### config.mk
export PLATFORM = sky130hd
export DESIGN_NAME = jbs_sequencer
export DESIGN_NICKNAME = d
export VERILOG_FILES = /design/src/verilog/jbs_pkg.sv /design/src/verilog/jbs_sequencer.sv
export SDC_FILE = /design/constraint.sdc
export NUM_CORES = 1
export LEC_CHECK = 0
export ABC_AREA = 1
export ABC_CLOCK_PERIOD_IN_PS = 3000
export BUFFER_PORTS_ARGS = -buffer_cell sky130_fd_sc_hd__buf_4
export CAP_MARGIN = 20
export CORE_UTILIZATION = 51
export CTS_BUF_LIST = sky130_fd_sc_hd__clkbuf_2 sky130_fd_sc_hd__clkbuf_4 sky130_fd_sc_hd__clkbuf_8
export DETAILED_ROUTE_END_ITERATION = 6
export GPL_ROUTABILITY_DRIVEN = 0
export PLACE_DENSITY = 0.79
export SLEW_MARGIN = 30
export SYNTH_ARGS = -nofsm -noshare
export SYNTH_HDL_FRONTEND = slang
export SYNTH_SLANG_ARGS = --single-unit
### constraint.sdc
create_clock -name mclk -period 3 [get_ports mclk]
set_clock_uncertainty 0.15 [all_clocks]
set_input_delay 0.45 -clock mclk [delete_from_list [all_inputs] [get_ports mclk]]
set_output_delay 0.45 -clock mclk [all_outputs]
set_load 0.01 [all_outputs]
### src/verilog/jbs_pkg.sv
// package for the jump and block copy sequencer: constants and carriers
package jbs_pkg;
   // ----------------------------------------------------------------
   // widths and reset values
   // ----------------------------------------------------------------
   localparam int ADDR_W = 18;           // instruction counter / address width
   localparam int WORD_W = 60;           // instruction word width
   localparam int TAG_W = 18;            // stack address tag width
   localparam int STACK_D = 8;           // instruction word stack depth
   localparam logic [WORD_W-1:0] BLANK_WORD = 60'h000000000000000;
   localparam logic [TAG_W-1:0] TAG_CLEAR = 18'h00000;
   localparam logic [ADDR_W-1:0] ADDR_ONE = 18'h00001;
   // ----------------------------------------------------------------
   // timing counts in clock periods
   // ----------------------------------------------------------------
   localparam logic [1:0] RJ_F1_GAP = 2'h2;     // first to second fetch request
   localparam logic [1:0] BC_REQ_DLY = 2'h3;    // start to coupler request
   localparam logic [1:0] BC_END_DLY = 2'h3;    // end of transfer to issue
   localparam logic [1:0] BC_ERR_DLY = 2'h2;    // range error spacing
   localparam logic [6:0] XJ_MIN_CP = 7'h5b;    // exchange jump minimum, 91 periods
   // ----------------------------------------------------------------
   // memory request tags toward the storage address stage
   // ----------------------------------------------------------------
   typedef enum logic [1:0] {JBS_TAG_NONE, JBS_TAG_STACK} jbs_tag_t;
   // memory side request carrier
   typedef struct packed {
      logic valid;
      jbs_tag_t tag;
      logic [ADDR_W-1:0] addr;
   } jbs_mreq_t;
   // memory side status carrier
   typedef struct packed {
      logic sas_backup;     // storage address stage backed up
      logic mem_enable;     // memory enable this period
      logic mem_enable_nxt; // memory enable next period
      logic backup_resolved;
      logic bank_busy;      // first fetch bank still busy
      logic addr_leave;     // address accepted by main storage
   } jbs_mstat_t;
endpackage : jbs_pkg

### src/verilog/jbs_sequencer.sv
// jump and block copy sequencer: return jump tail, block copy, exchange jump hold
// Operation
// - return jump issue sets flags, loads fetch address
// - next period: stack address, waits, first request
// - two periods later: second request, first leaves
// - blank words and outstanding while no match
// - first word stacked, tags shifted, wait two cleared
// - match next period loads word, clears outstanding
// - second word stacked, wait one cleared
// - store exit waits for wait one clear
// - store exit request held until backup resolved
// - first request held during stage backup
// - busy bank delays first word arrival
// - block copy holds current word until done
// - copy starts on free, pending clear, request, enable
// - coupler requested three periods after start
// - normal end: p+1 later, issue, next
// - range error: end, error, p+1, issue
// - error end loads next instruction, not new word
// - both copy directions share identical timing
// - exchange jump holds at least 91 periods
// - exchange issue loads all-zero current word
// - exchange clears tags, blocks issue until reload
`timescale 1ns/100ps
module jbs_sequencer
   import jbs_pkg::*;
#(
   parameter int ADDR_WIDTH = ADDR_W,
   parameter int DEPTH = STACK_D
) (
   input wire logic mclk,
   input wire logic rstn,
   input wire logic ce,
   input wire logic rj_start,          // return jump reaches issue period
   input wire logic bc_start_req,      // block copy in current word (either direction)
   input wire logic ext_store_req,     // extended store request
   input wire logic regs_free,         // all operating registers free
   input wire logic coupler_range_err, // extended store range error
   input wire logic coupler_eot,       // coupler end of transfer
   input wire logic xfer_err_end,      // transfer ended by extended store error
   input wire logic pp_xchg_req,       // peripheral processors exchange request
   input wire logic xj_start,          // exchange jump in current word
   input wire logic xj_done,           // exchange done and stack reloaded
   input wire logic [ADDR_W-1:0] prog_addr,
   input wire logic [ADDR_W-1:0] memory_base_address,
   input wire logic [WORD_W-1:0] fetch_word,
   input wire logic fetch_word_valid,
   input wire logic [WORD_W-1:0] next_instr_word,
   input wire jbs_mstat_t mstat,
   output jbs_mreq_t mreq,
   output logic [WORD_W-1:0] current_word_reg,
   output logic issue,
   output logic coupler_req,
   output logic eot_to_ctrl,
   output logic range_error,
   output logic p_incr,
   output logic fetch_outstanding_flag,
   output logic jump_out_flag,
   output logic fetch_pending_one,
   output logic fetch_pending_two,
   output logic memory_wait_one,
   output logic memory_wait_two,
   output logic store_exit_flag,
   output logic [ADDR_W-1:0] next_stack_address
);
   // ----------------------------------------------------------------
   // sequence states
   // ----------------------------------------------------------------
   typedef enum logic [3:0] {
      S_IDLE, S_RJ_SX, S_RJ_REQ1, S_RJ_GAP, S_RJ_REQ2, S_RJ_WAIT, S_RJ_MATCH,
      S_BC_WAIT, S_BC_RUN, S_BC_END, S_BC_ERR, S_BC_ISSUE, S_XJ
   } jbs_state_t;

   jbs_state_t st_ff, nxt_st;                // sequence state
   logic [6:0] cnt_ff, nxt_cnt;              // step counter within a state
   logic [ADDR_W-1:0] ifa_ff, nxt_ifa;       // fetch address register
   logic [ADDR_W-1:0] nsa_ff, nxt_nsa;       // next stack address
   logic [WORD_W-1:0] cw_ff, nxt_cw;         // current word register
   logic osf_ff, nxt_osf;
   logic jof_ff, nxt_jof;
   logic f1_ff, nxt_f1;
   logic f2_ff, nxt_f2;
   logic m1_ff, nxt_m1;
   logic m2_ff, nxt_m2;
   logic sx_ff, nxt_sx;
   logic err_ff, nxt_err;                    // block copy ended by range error
   logic xerr_ff, nxt_xerr;                  // transfer ended by store error
   logic [1:0] words_ff, nxt_words;          // fetched words stacked so far
   logic [WORD_W-1:0] iws_ff [DEPTH];        // instruction word stack
   logic [TAG_W-1:0] tag_ff [DEPTH];         // stack address tags
   logic stk_shift;                          // shift stack one word position
   logic tags_clear;                         // void all stack tags
   logic hit;                                // tag coincidence on head entry

   assign hit = (tag_ff[0] == nsa_ff - ADDR_ONE) && (words_ff != 2'h0);

   // ----------------------------------------------------------------
   // sequence next-state logic
   // ----------------------------------------------------------------
   always_comb begin
      nxt_st = st_ff;
      nxt_cnt = cnt_ff;
      nxt_ifa = ifa_ff;
      nxt_nsa = nsa_ff;
      nxt_cw = cw_ff;
      nxt_osf = osf_ff;
      nxt_jof = jof_ff;
      nxt_f1 = f1_ff;
      nxt_f2 = f2_ff;
      nxt_m1 = m1_ff;
      nxt_m2 = m2_ff;
      nxt_sx = 1'b0;
      nxt_err = err_ff;
      nxt_xerr = xerr_ff;
      nxt_words = words_ff;
      mreq = '0;
      issue = 1'b0;
      coupler_req = 1'b0;
      eot_to_ctrl = 1'b0;
      range_error = 1'b0;
      p_incr = 1'b0;
      stk_shift = 1'b0;
      tags_clear = 1'b0;
      // words arriving from main storage are stacked in order
      if (fetch_word_valid && !mstat.bank_busy) begin
         stk_shift = 1'b1;
         nxt_nsa = nsa_ff + ADDR_ONE;
         nxt_words = words_ff + 2'h1;
         if (words_ff == 2'h0) begin
            nxt_m2 = 1'b0;
         end else begin
            nxt_m1 = 1'b0;
         end
      end
      unique case (st_ff)
         // waiting for an instruction to sequence
         S_IDLE: begin
            if (xj_start) begin
               issue = 1'b1;
               nxt_cw = BLANK_WORD;
               tags_clear = 1'b1;
               nxt_cnt = 7'h1;
               nxt_st = S_XJ;
            end else if (rj_start && !m1_ff) begin
               nxt_st = S_RJ_SX;
            end else if (bc_start_req && regs_free && !f1_ff && ext_store_req
                         && mstat.mem_enable_nxt) begin
               nxt_cnt = 7'h1;
               nxt_err = 1'b0;
               nxt_st = S_BC_WAIT;
            end
         end
         // store exit request period, held on backup
         S_RJ_SX: begin
            if ((!mstat.sas_backup && !mstat.mem_enable)
                || mstat.backup_resolved) begin
               nxt_sx = 1'b1;
               issue = 1'b1;
               nxt_jof = 1'b1;
               nxt_osf = 1'b1;
               nxt_f1 = 1'b1;
               nxt_f2 = 1'b1;
               nxt_ifa = prog_addr + memory_base_address;
               nxt_cw = BLANK_WORD;
               tags_clear = 1'b1;
               nxt_words = 2'h0;
               nxt_st = S_RJ_REQ1;
            end
         end
         // first fetch request to the storage address stage
         S_RJ_REQ1: begin
            nxt_cw = BLANK_WORD;
            if (!mstat.sas_backup) begin
               nxt_nsa = prog_addr;
               nxt_m1 = 1'b1;
               nxt_m2 = 1'b1;
               mreq = '{valid: 1'b1, tag: JBS_TAG_STACK, addr: ifa_ff};
               nxt_ifa = ifa_ff + ADDR_ONE;
               nxt_jof = 1'b0;
               nxt_f2 = 1'b0;
               nxt_cnt = 7'h1;
               nxt_st = S_RJ_GAP;
            end
         end
         // one idle period between the two requests
         S_RJ_GAP: begin
            nxt_cw = BLANK_WORD;
            nxt_cnt = cnt_ff + 7'h1;
            if (cnt_ff[1:0] == RJ_F1_GAP - 2'h1) begin
               nxt_st = S_RJ_REQ2;
            end
         end
         // second fetch request; first address leaves for main storage
         S_RJ_REQ2: begin
            nxt_cw = BLANK_WORD;
            if (!mstat.sas_backup) begin
               mreq = '{valid: 1'b1, tag: JBS_TAG_STACK, addr: ifa_ff};
               nxt_ifa = ifa_ff + ADDR_ONE;
               nxt_f1 = 1'b0;
               nxt_st = S_RJ_WAIT;
            end
         end
         // blank words until the first word is stacked
         S_RJ_WAIT: begin
            nxt_cw = BLANK_WORD;
            nxt_osf = 1'b1;
            // move on as the first word is stacked, so the match lands one period later
            if (stk_shift || (words_ff != 2'h0)) begin
               nxt_st = S_RJ_MATCH;
            end
         end
         // coincidence loads a valid word
         S_RJ_MATCH: begin
            if (hit) begin
               nxt_cw = iws_ff[0];
               nxt_osf = 1'b0;
               nxt_st = S_IDLE;
            end else begin
               nxt_cw = BLANK_WORD;
            end
         end
         // three periods to the coupler request
         S_BC_WAIT: begin
            nxt_cnt = cnt_ff + 7'h1;
            if (cnt_ff[1:0] == BC_REQ_DLY) begin
               if (coupler_range_err) begin
                  eot_to_ctrl = 1'b1;
                  nxt_err = 1'b1;
                  nxt_cnt = 7'h1;
                  nxt_st = S_BC_ERR;
               end else begin
                  coupler_req = 1'b1;
                  nxt_st = S_BC_RUN;
               end
            end
         end
         // coupler controls the transfer; word held in place
         S_BC_RUN: begin
            if (coupler_eot && !pp_xchg_req && mstat.mem_enable) begin
               nxt_xerr = xfer_err_end;
               nxt_cnt = 7'h1;
               nxt_st = S_BC_END;
            end
         end
         // normal end: p+1 two periods after end of transfer
         S_BC_END: begin
            nxt_cnt = cnt_ff + 7'h1;
            if (cnt_ff[1:0] == BC_END_DLY - 2'h1) begin
               p_incr = 1'b1;
               nxt_st = S_BC_ISSUE;
            end
         end
         // range error: error two periods on, p+1 two after
         S_BC_ERR: begin
            nxt_cnt = cnt_ff + 7'h1;
            if (cnt_ff[1:0] == BC_ERR_DLY) begin
               range_error = 1'b1;
            end
            if (cnt_ff[2:0] == {1'b0, BC_ERR_DLY} + {1'b0, BC_ERR_DLY}) begin
               p_incr = 1'b1;
               nxt_st = S_BC_ISSUE;
            end
         end
         // block copy issues, current word replaced
         S_BC_ISSUE: begin
            issue = 1'b1;
            nxt_cw = (xerr_ff || err_ff) ? next_instr_word : fetch_word;
            nxt_xerr = 1'b0;
            nxt_st = S_IDLE;
         end
         // exchange jump: nothing enters until done and minimum elapsed
         S_XJ: begin
            nxt_cw = BLANK_WORD;
            if (cnt_ff != XJ_MIN_CP) begin
               nxt_cnt = cnt_ff + 7'h1;
            end
            if (xj_done && cnt_ff == XJ_MIN_CP) begin
               nxt_st = S_IDLE;
            end
         end
      endcase
   end

   // ----------------------------------------------------------------
   // sequence registers; clock enable freezes every step
   // ----------------------------------------------------------------
   always_ff @(posedge mclk) begin
      if (!rstn) begin
         st_ff <= S_IDLE;
         cnt_ff <= 7'h0;
         ifa_ff <= '0;
         nsa_ff <= '0;
         cw_ff <= BLANK_WORD;
         osf_ff <= 1'b0;
         jof_ff <= 1'b0;
         f1_ff <= 1'b0;
         f2_ff <= 1'b0;
         m1_ff <= 1'b0;
         m2_ff <= 1'b0;
         sx_ff <= 1'b0;
         err_ff <= 1'b0;
         xerr_ff <= 1'b0;
         words_ff <= 2'h0;
      end else if (ce) begin
         st_ff <= nxt_st;
         cnt_ff <= nxt_cnt;
         ifa_ff <= nxt_ifa;
         nsa_ff <= nxt_nsa;
         cw_ff <= nxt_cw;
         osf_ff <= nxt_osf;
         jof_ff <= nxt_jof;
         f1_ff <= nxt_f1;
         f2_ff <= nxt_f2;
         m1_ff <= nxt_m1;
         m2_ff <= nxt_m2;
         sx_ff <= nxt_sx;
         err_ff <= nxt_err;
         xerr_ff <= nxt_xerr;
         words_ff <= nxt_words;
      end
   end

   // ----------------------------------------------------------------
   // instruction word stack and address tags, one entry per generate
   // ----------------------------------------------------------------
   for (genvar i = 0; i < DEPTH; i++) begin : g_stk
      always_ff @(posedge mclk) begin
         if (!rstn) begin
            iws_ff[i] <= BLANK_WORD;
            tag_ff[i] <= TAG_CLEAR;
         end else if (ce) begin
            if (tags_clear) begin
               tag_ff[i] <= TAG_CLEAR;
            end else if (stk_shift) begin
               // new word enters at the head, older words move down
               iws_ff[i] <= (i == 0) ? fetch_word : iws_ff[(i == 0) ? 0 : i - 1];
               tag_ff[i] <= (i == 0) ? nsa_ff : tag_ff[(i == 0) ? 0 : i - 1];
            end
         end
      end
   end

   // ----------------------------------------------------------------
   // outputs from registers
   // ----------------------------------------------------------------
   assign current_word_reg = cw_ff;
   assign fetch_outstanding_flag = osf_ff;
   assign jump_out_flag = jof_ff;
   assign fetch_pending_one = f1_ff;
   assign fetch_pending_two = f2_ff;
   assign memory_wait_one = m1_ff;
   assign memory_wait_two = m2_ff;
   assign store_exit_flag = sx_ff;
   assign next_stack_address = nsa_ff;

endmodule : jbs_sequencer

## Word level (Yosys, flattened, before mapping)

Memory sizes are Yosys's and may differ from the RTL's.
Cells that the tools add are included.
W data, S select, Z words.

- Bits in registers: 117
- Bits in writable memories: 624
- Input bits: 176
- Output and inout port bits: 111
- Logic and storage cells: 242
- Memories: 2

Memories:

| name | depth | width | read ports | clocked after memory_dff | write ports | RTL line | source |
|---|---|---|---|---|---|---|---|
| iws_ff | 8 | 60 | 7 | 0 | 8 | jbs_sequencer.sv:89 | `logic [WORD_W-1:0] iws_ff [DEPTH];` |
| tag_ff | 8 | 18 | 7 | 0 | 8 | jbs_sequencer.sv:90 | `logic [TAG_W-1:0] tag_ff [DEPTH];` |

- $add $sub $neg: 6
- Equality and inequality tests: 40
- Muxes and demuxes: 113
- Bitwise logic cells: 24
- Reductions and logical operators: 43

Operators with widths:

| cell | number |
|---|---|
| $mux W60 | 12 |
| $mux W18 | 21 |
| $pmux W60 S5 | 1 |
| $mux W4 | 14 |
| $mux W7 | 8 |
| $pmux W4 S13 | 1 |
| $mux W21 | 2 |
| $pmux W7 S6 | 1 |
| $mux W1 | 40 |
| $add A18 B1 Y18 const B | 2 |
| $ne A2 B2 Y1 const B | 18 |
| $pmux W18 S2 | 1 |
| $or A1 B1 Y1 | 24 |
| $eq A4 B4 Y1 const B | 5 |
| $reduce_and A4 Y1 | 5 |
| $add A18 B18 Y18 | 1 |
| $eq A18 B18 Y1 | 1 |
| $sub A18 B1 Y18 const B | 1 |
| $eq A4 B3 Y1 const B | 4 |
| $reduce_and A7 Y1 | 2 |
| $reduce_and A13 Y1 | 1 |
| $pmux W1 S2 | 6 |
| $reduce_bool A2 Y1 | 6 |
| $logic_and A1 B1 Y1 | 11 |
| other kinds (24) | 38 |

## Logic depth before layout (Yosys ltp)

- Depth after elaboration: 11
- Gate-level depth with buffers: 16
- Mapped depth without buffers: 16

## Worst setup path before layout

No wires, ideal clock.

- Kind: input-to-reg
- From: input ce
- To: memory iws_ff[0][0] (enable)
- Library setup time: 0.419 ns
- Arrival time: 2.440 ns
- Required time: 2.431 ns
- Path slack: -0.010 ns
- Stages on the path: 5
- Buffers on the path: 1
- Cells stage by stage: clkbuf_1 > inv_1 > nor2_1 > nand2_1 > nand2_1

RTL lines:

| what | RTL line | source |
|---|---|---|
| start, declared | jbs_sequencer.sv:33 | `input wire logic ce,` |
| end, declared | jbs_sequencer.sv:89 |  |

## Worst setup path after layout

- From: register st_ff[3]
- To: output issue

- Cells in the longest elaborated chain, start to end: 2
- Elaborated cells on any way between the ends: 4
- Those cells by class: 2 x eq/ne; 1 x mux; 1 x reduce/logical

Ends and longest elaborated chain:

| what | RTL line | source |
|---|---|---|
| start, declared | jbs_sequencer.sv:74 | `jbs_state_t st_ff, nxt_st;` |
| start signal, assigned | jbs_sequencer.sv:305 | `st_ff <= nxt_st;` |
| $eq A4 B4 Y1 (tied with other cells) | jbs_sequencer.sv:135 | `unique case (st_ff)` |
| $pmux W1 S3 (*) | jbs_sequencer.sv:135 |  |
| end, declared | jbs_sequencer.sv:52 | `output logic issue,` |

Every way passes the cells marked *; elsewhere a longest branch is shown, timed or not.

==> metrics.md <==
| Metric | Value |
|---|---|
| Number of antenna violations at the first check in global routing | `0` |
| Hold EP | `xerr_ff` |
| Clock sink count | `195` |
| Cell type with the highest aggregate area in the netlist | `dfxtp_1` |
| Gr ovfl total | `0` |
| Crit path launch type | `flip-flop` |
| Depth of the CTS H-tree | `4` |
| Final critical delay including setup and external delays | `~2800 ps` |
| Clock slew at reported path FFs | `around 100 ps` |
| Number of warnings issued by yosys | `0` |
| I/O pin count | `287` |
| Critical path's most frequent cell | `inv_1` |
| Final instance count without filler cells | `2209` |
| Most common library cell in the layout ignoring fill and taps | `nand2_1` |
| Nets | `2084` |
| CTS tree | `done` |
| Multi-input gate area in the final layout | `6011 um^2` |
| Maximum clock path buffer count | `2` |
| Launch instance of the worst min-delay path | `xfer_err_end` |
| Post-synth net total | `1854` |
| Number of distinct library cells after synthesis | `53` |
| Final Max Slew Viols | `0` |
| Worst-path fanout max | `62` |
| All-Layer GR Usage | `0.2802` |
| Maximum number of pins on one net before global-route repair | `roughly 110` |
| Clk Latency, worst-skew pair | `between 400 and 500 ps` |
| Predominant post-synthesis flop cell | `dfxtp_1` |
| Outcome | `completed` |
| Share of cells above drive strength 1 | `0.2021` |
| Starting Density | `0.5222` |
| WP depth | `8` |
| Die Footprint | `23940 um^2` |
| Final-layout fill cell count | `about 2000` |
| Unrepaired setup endpoints after global routing | `no` |
| Proportion of synthesized chip area in sequential cells | `0.3938` |
| DR pass1 iterations | `5` |
| Number of I/O port buffers | `between 200 and 300` |
| Crit Path Class | `flip-flop to output port` |
| Number of placement rows | `55` |
| Wire length of the first global-routing pass | `53.57 mm` |
| Remaining design rule violation count | `0` |
| Mapped Avg Cell Area | `a little over 7 um^2` |
| Vias per inst | `about 5.4` |
| Critical-path cell list | `inv_1, nor2_2, inv_2, nor2_4, buf_8, inv_1, nand2_1, buf_4` |
| DR vias | `approximately 12000` |
| Cell at the slowest stage of the critical path | `dfxtp_1` |
| Capturing element type of the critical path | `output port` |
| Power, Total | `~9200 uW` |
| Setup slack after placement | `about 270 ps` |
| Delay of the slowest cell on the worst path | `~470 ps` |
| Yosys top cell area share | `0.1969` |
| Worst Hold Path Cells | `3` |
| Most frequent cells in the layout | `nand2_1 (312), buf_4 (296), nor2_1 (234), inv_1 (181), o21ai_0 (178)` |
| Worst ir drop on vdd | `0.6423 mV` |
| Vias in the first global route | `10946` |
| Type of the tightest min-delay check | `primary input to flip-flop` |
| Worst slew margin | `0.4514` |
| Max-cap viol count | `0` |
| Die Wd | `approximately 150 um` |
| Power per standard cell area | `about 630 nW/um^2` |
| Static Leak | `0.006416 uW` |
| Seq. cell area | `approximately 4700 um^2` |
| Sum Neg Setup Slack | `0 ps` |
| Setup-violating endpoint count in the final report | `0` |
| Total Routed Length | `approximately 34 mm` |
| Number of nets still failing antenna checks after routing | `0` |
| Synth-to-layout area growth | `22.33%` |
| Family with the most delay on the worst path | `buffers and inverters` |
| Crit path buffers/inverters | `5` |
| Arrival time reported for the critical path endpoint | `between 2000 and 2500 ps` |
| Area of the placeable core | `~23000 um^2` |
| Post-DP HPWL | `between 20 and 25 mm` |
| Reg-to-Reg End | `current_word_reg[17]` |
| Mapped cell area | `around 12000 um^2` |
| FF-to-FF path depth | `12` |
| FMAX | `between 300 and 400 MHz` |
| Flop2flop setup slack | `~270 ps` |
| Worst hold slack | `around 110 ps` |
| Cell chosen for the clock root | `clkbuf_8` |
| Async S/R FF share, synth | `0` |
| Final routed wire length divided by cell count | `around 15 um` |
| Number of cells produced by synthesis | `about 1700` |
| Cell types with the largest area share after synthesis | `dfxtp_1 (20%), edfxtp_1 (20%), nand2_1 (9.9%)` |
| Required time worst endpoint | `approximately 2400 ps` |
| Clock buffer count from CTS | `17` |
| Measured slew at the worst slew-check pin | `a little over 800 ps` |
| Setup fix buffers added after clock tree synthesis | `0` |
| Final worst path period share | `0.9303` |
| Number of instances in the placed design | `between 2000 and 2500` |
| Die extent in y | `154.7 um` |
| Worst r2r src | `st_ff[0]` |
| Final Hold Viols | `0` |
| #FFs+latches synth | `195` |
| Post-layout worst setup margin | `between 200 and 250 ps` |
| Post-synth EDFFs | `78` |
| Iteration-0 DRC Markers | `1000` |
## kinds of logic after synthesis
| kind of cell | share of synthesized area |
|---|---|
| xor+xnor | 0.02283 |
| compound gates | 0.2120 |
| buf+inv | 0.1026 |
| other cells | 0.0003153 |
| flops | 0.3938 |
| simple gates | 0.2406 |
| fa+ha+maj | 0.02798 |
## what timing repair did
| action | 4_1_cts | 5_1_grt |
|---|---|---|
| pin swaps | 0 | 0 |
| setup endpoints to repair | 1 | 1 |
| hold buffers | 0 | 0 |
| resized for setup | 1 | 2 |
## power breakdown
part / internal (uW) / switching [uW] / leakage [uW]
Combinational: 1580 / 2320 / 0.00443
Sequential: 3240 / 308 / 0.00177
Clock: 640 / 1100 / 0.000206
Total: 5460 / 3720 / 0.00642
## layer usage
metal | up-vias | global-route usage | share of wire
met3 | 78 | 0.03979 | 0.067
met2 | 501 | 0.4691 | 0.47
met5 | - | 0 | 0
met4 | 0 | 0.1325 | 0.037
li1 | 5916 | - | -
met1 | 5382 | 0.3569 | 0.43
## Yosys cell counts (all sizes together) (2+ instances only)
library cell  number
a211oi             5
a21o               4
a21oi            143
a221oi             5
a22oi              8
a31oi             15
buf               40
clkbuf            51
dfxtp            117
edfxtp            78
ha                25
inv              189
nand2            317
nand3             53
nand3b             4
nand4             15
nor2             256
nor3              24
nor4               2
o211ai             6
o21a              61
o21ai            180
o21bai             5
o221ai             2
o22ai              4
or2                4
xnor2             11
xor2              20
## worst max path at each step
stage / start / end / slack (ps)
after floorplan: ce / tag_ff[0][0] / 520
after global placement: st_ff[0] / current_word_reg[31] / 360
after detailed placement: st_ff[0] / current_word_reg[28] / 270
after CTS: st_ff[3] / issue / 110
after global routing: st_ff[3] / issue / 9
final: st_ff[3] / issue / 210
## worst min-delay path: stages
cell and delay (ps):
buf_4 110, nand4_1 80, a21oi_1 60
## cell type report
class / count / area share
Clock buffer: 17 / 0.01608
Tap cell: 313 / 0.02691
Sequential cell: 195 / 0.3219
Clock inverter: 15 / 0.01221
Antenna cell: 1 / 0.0001720
Timing Repair Buffer: 302 / 0.1606
Multi-Input combinational cell: 1176 / 0.4131
Inverter: 190 / 0.04901
## through the flow
stage	area, um^2	util
after global placement	14130	0.6203
after detailed placement	14130	0.6203
after floorplan	11900	-
after global routing	14550	0.6387
after CTS	14550	0.6386
final	14550	0.6388
(Power assumes the default switching activity.)
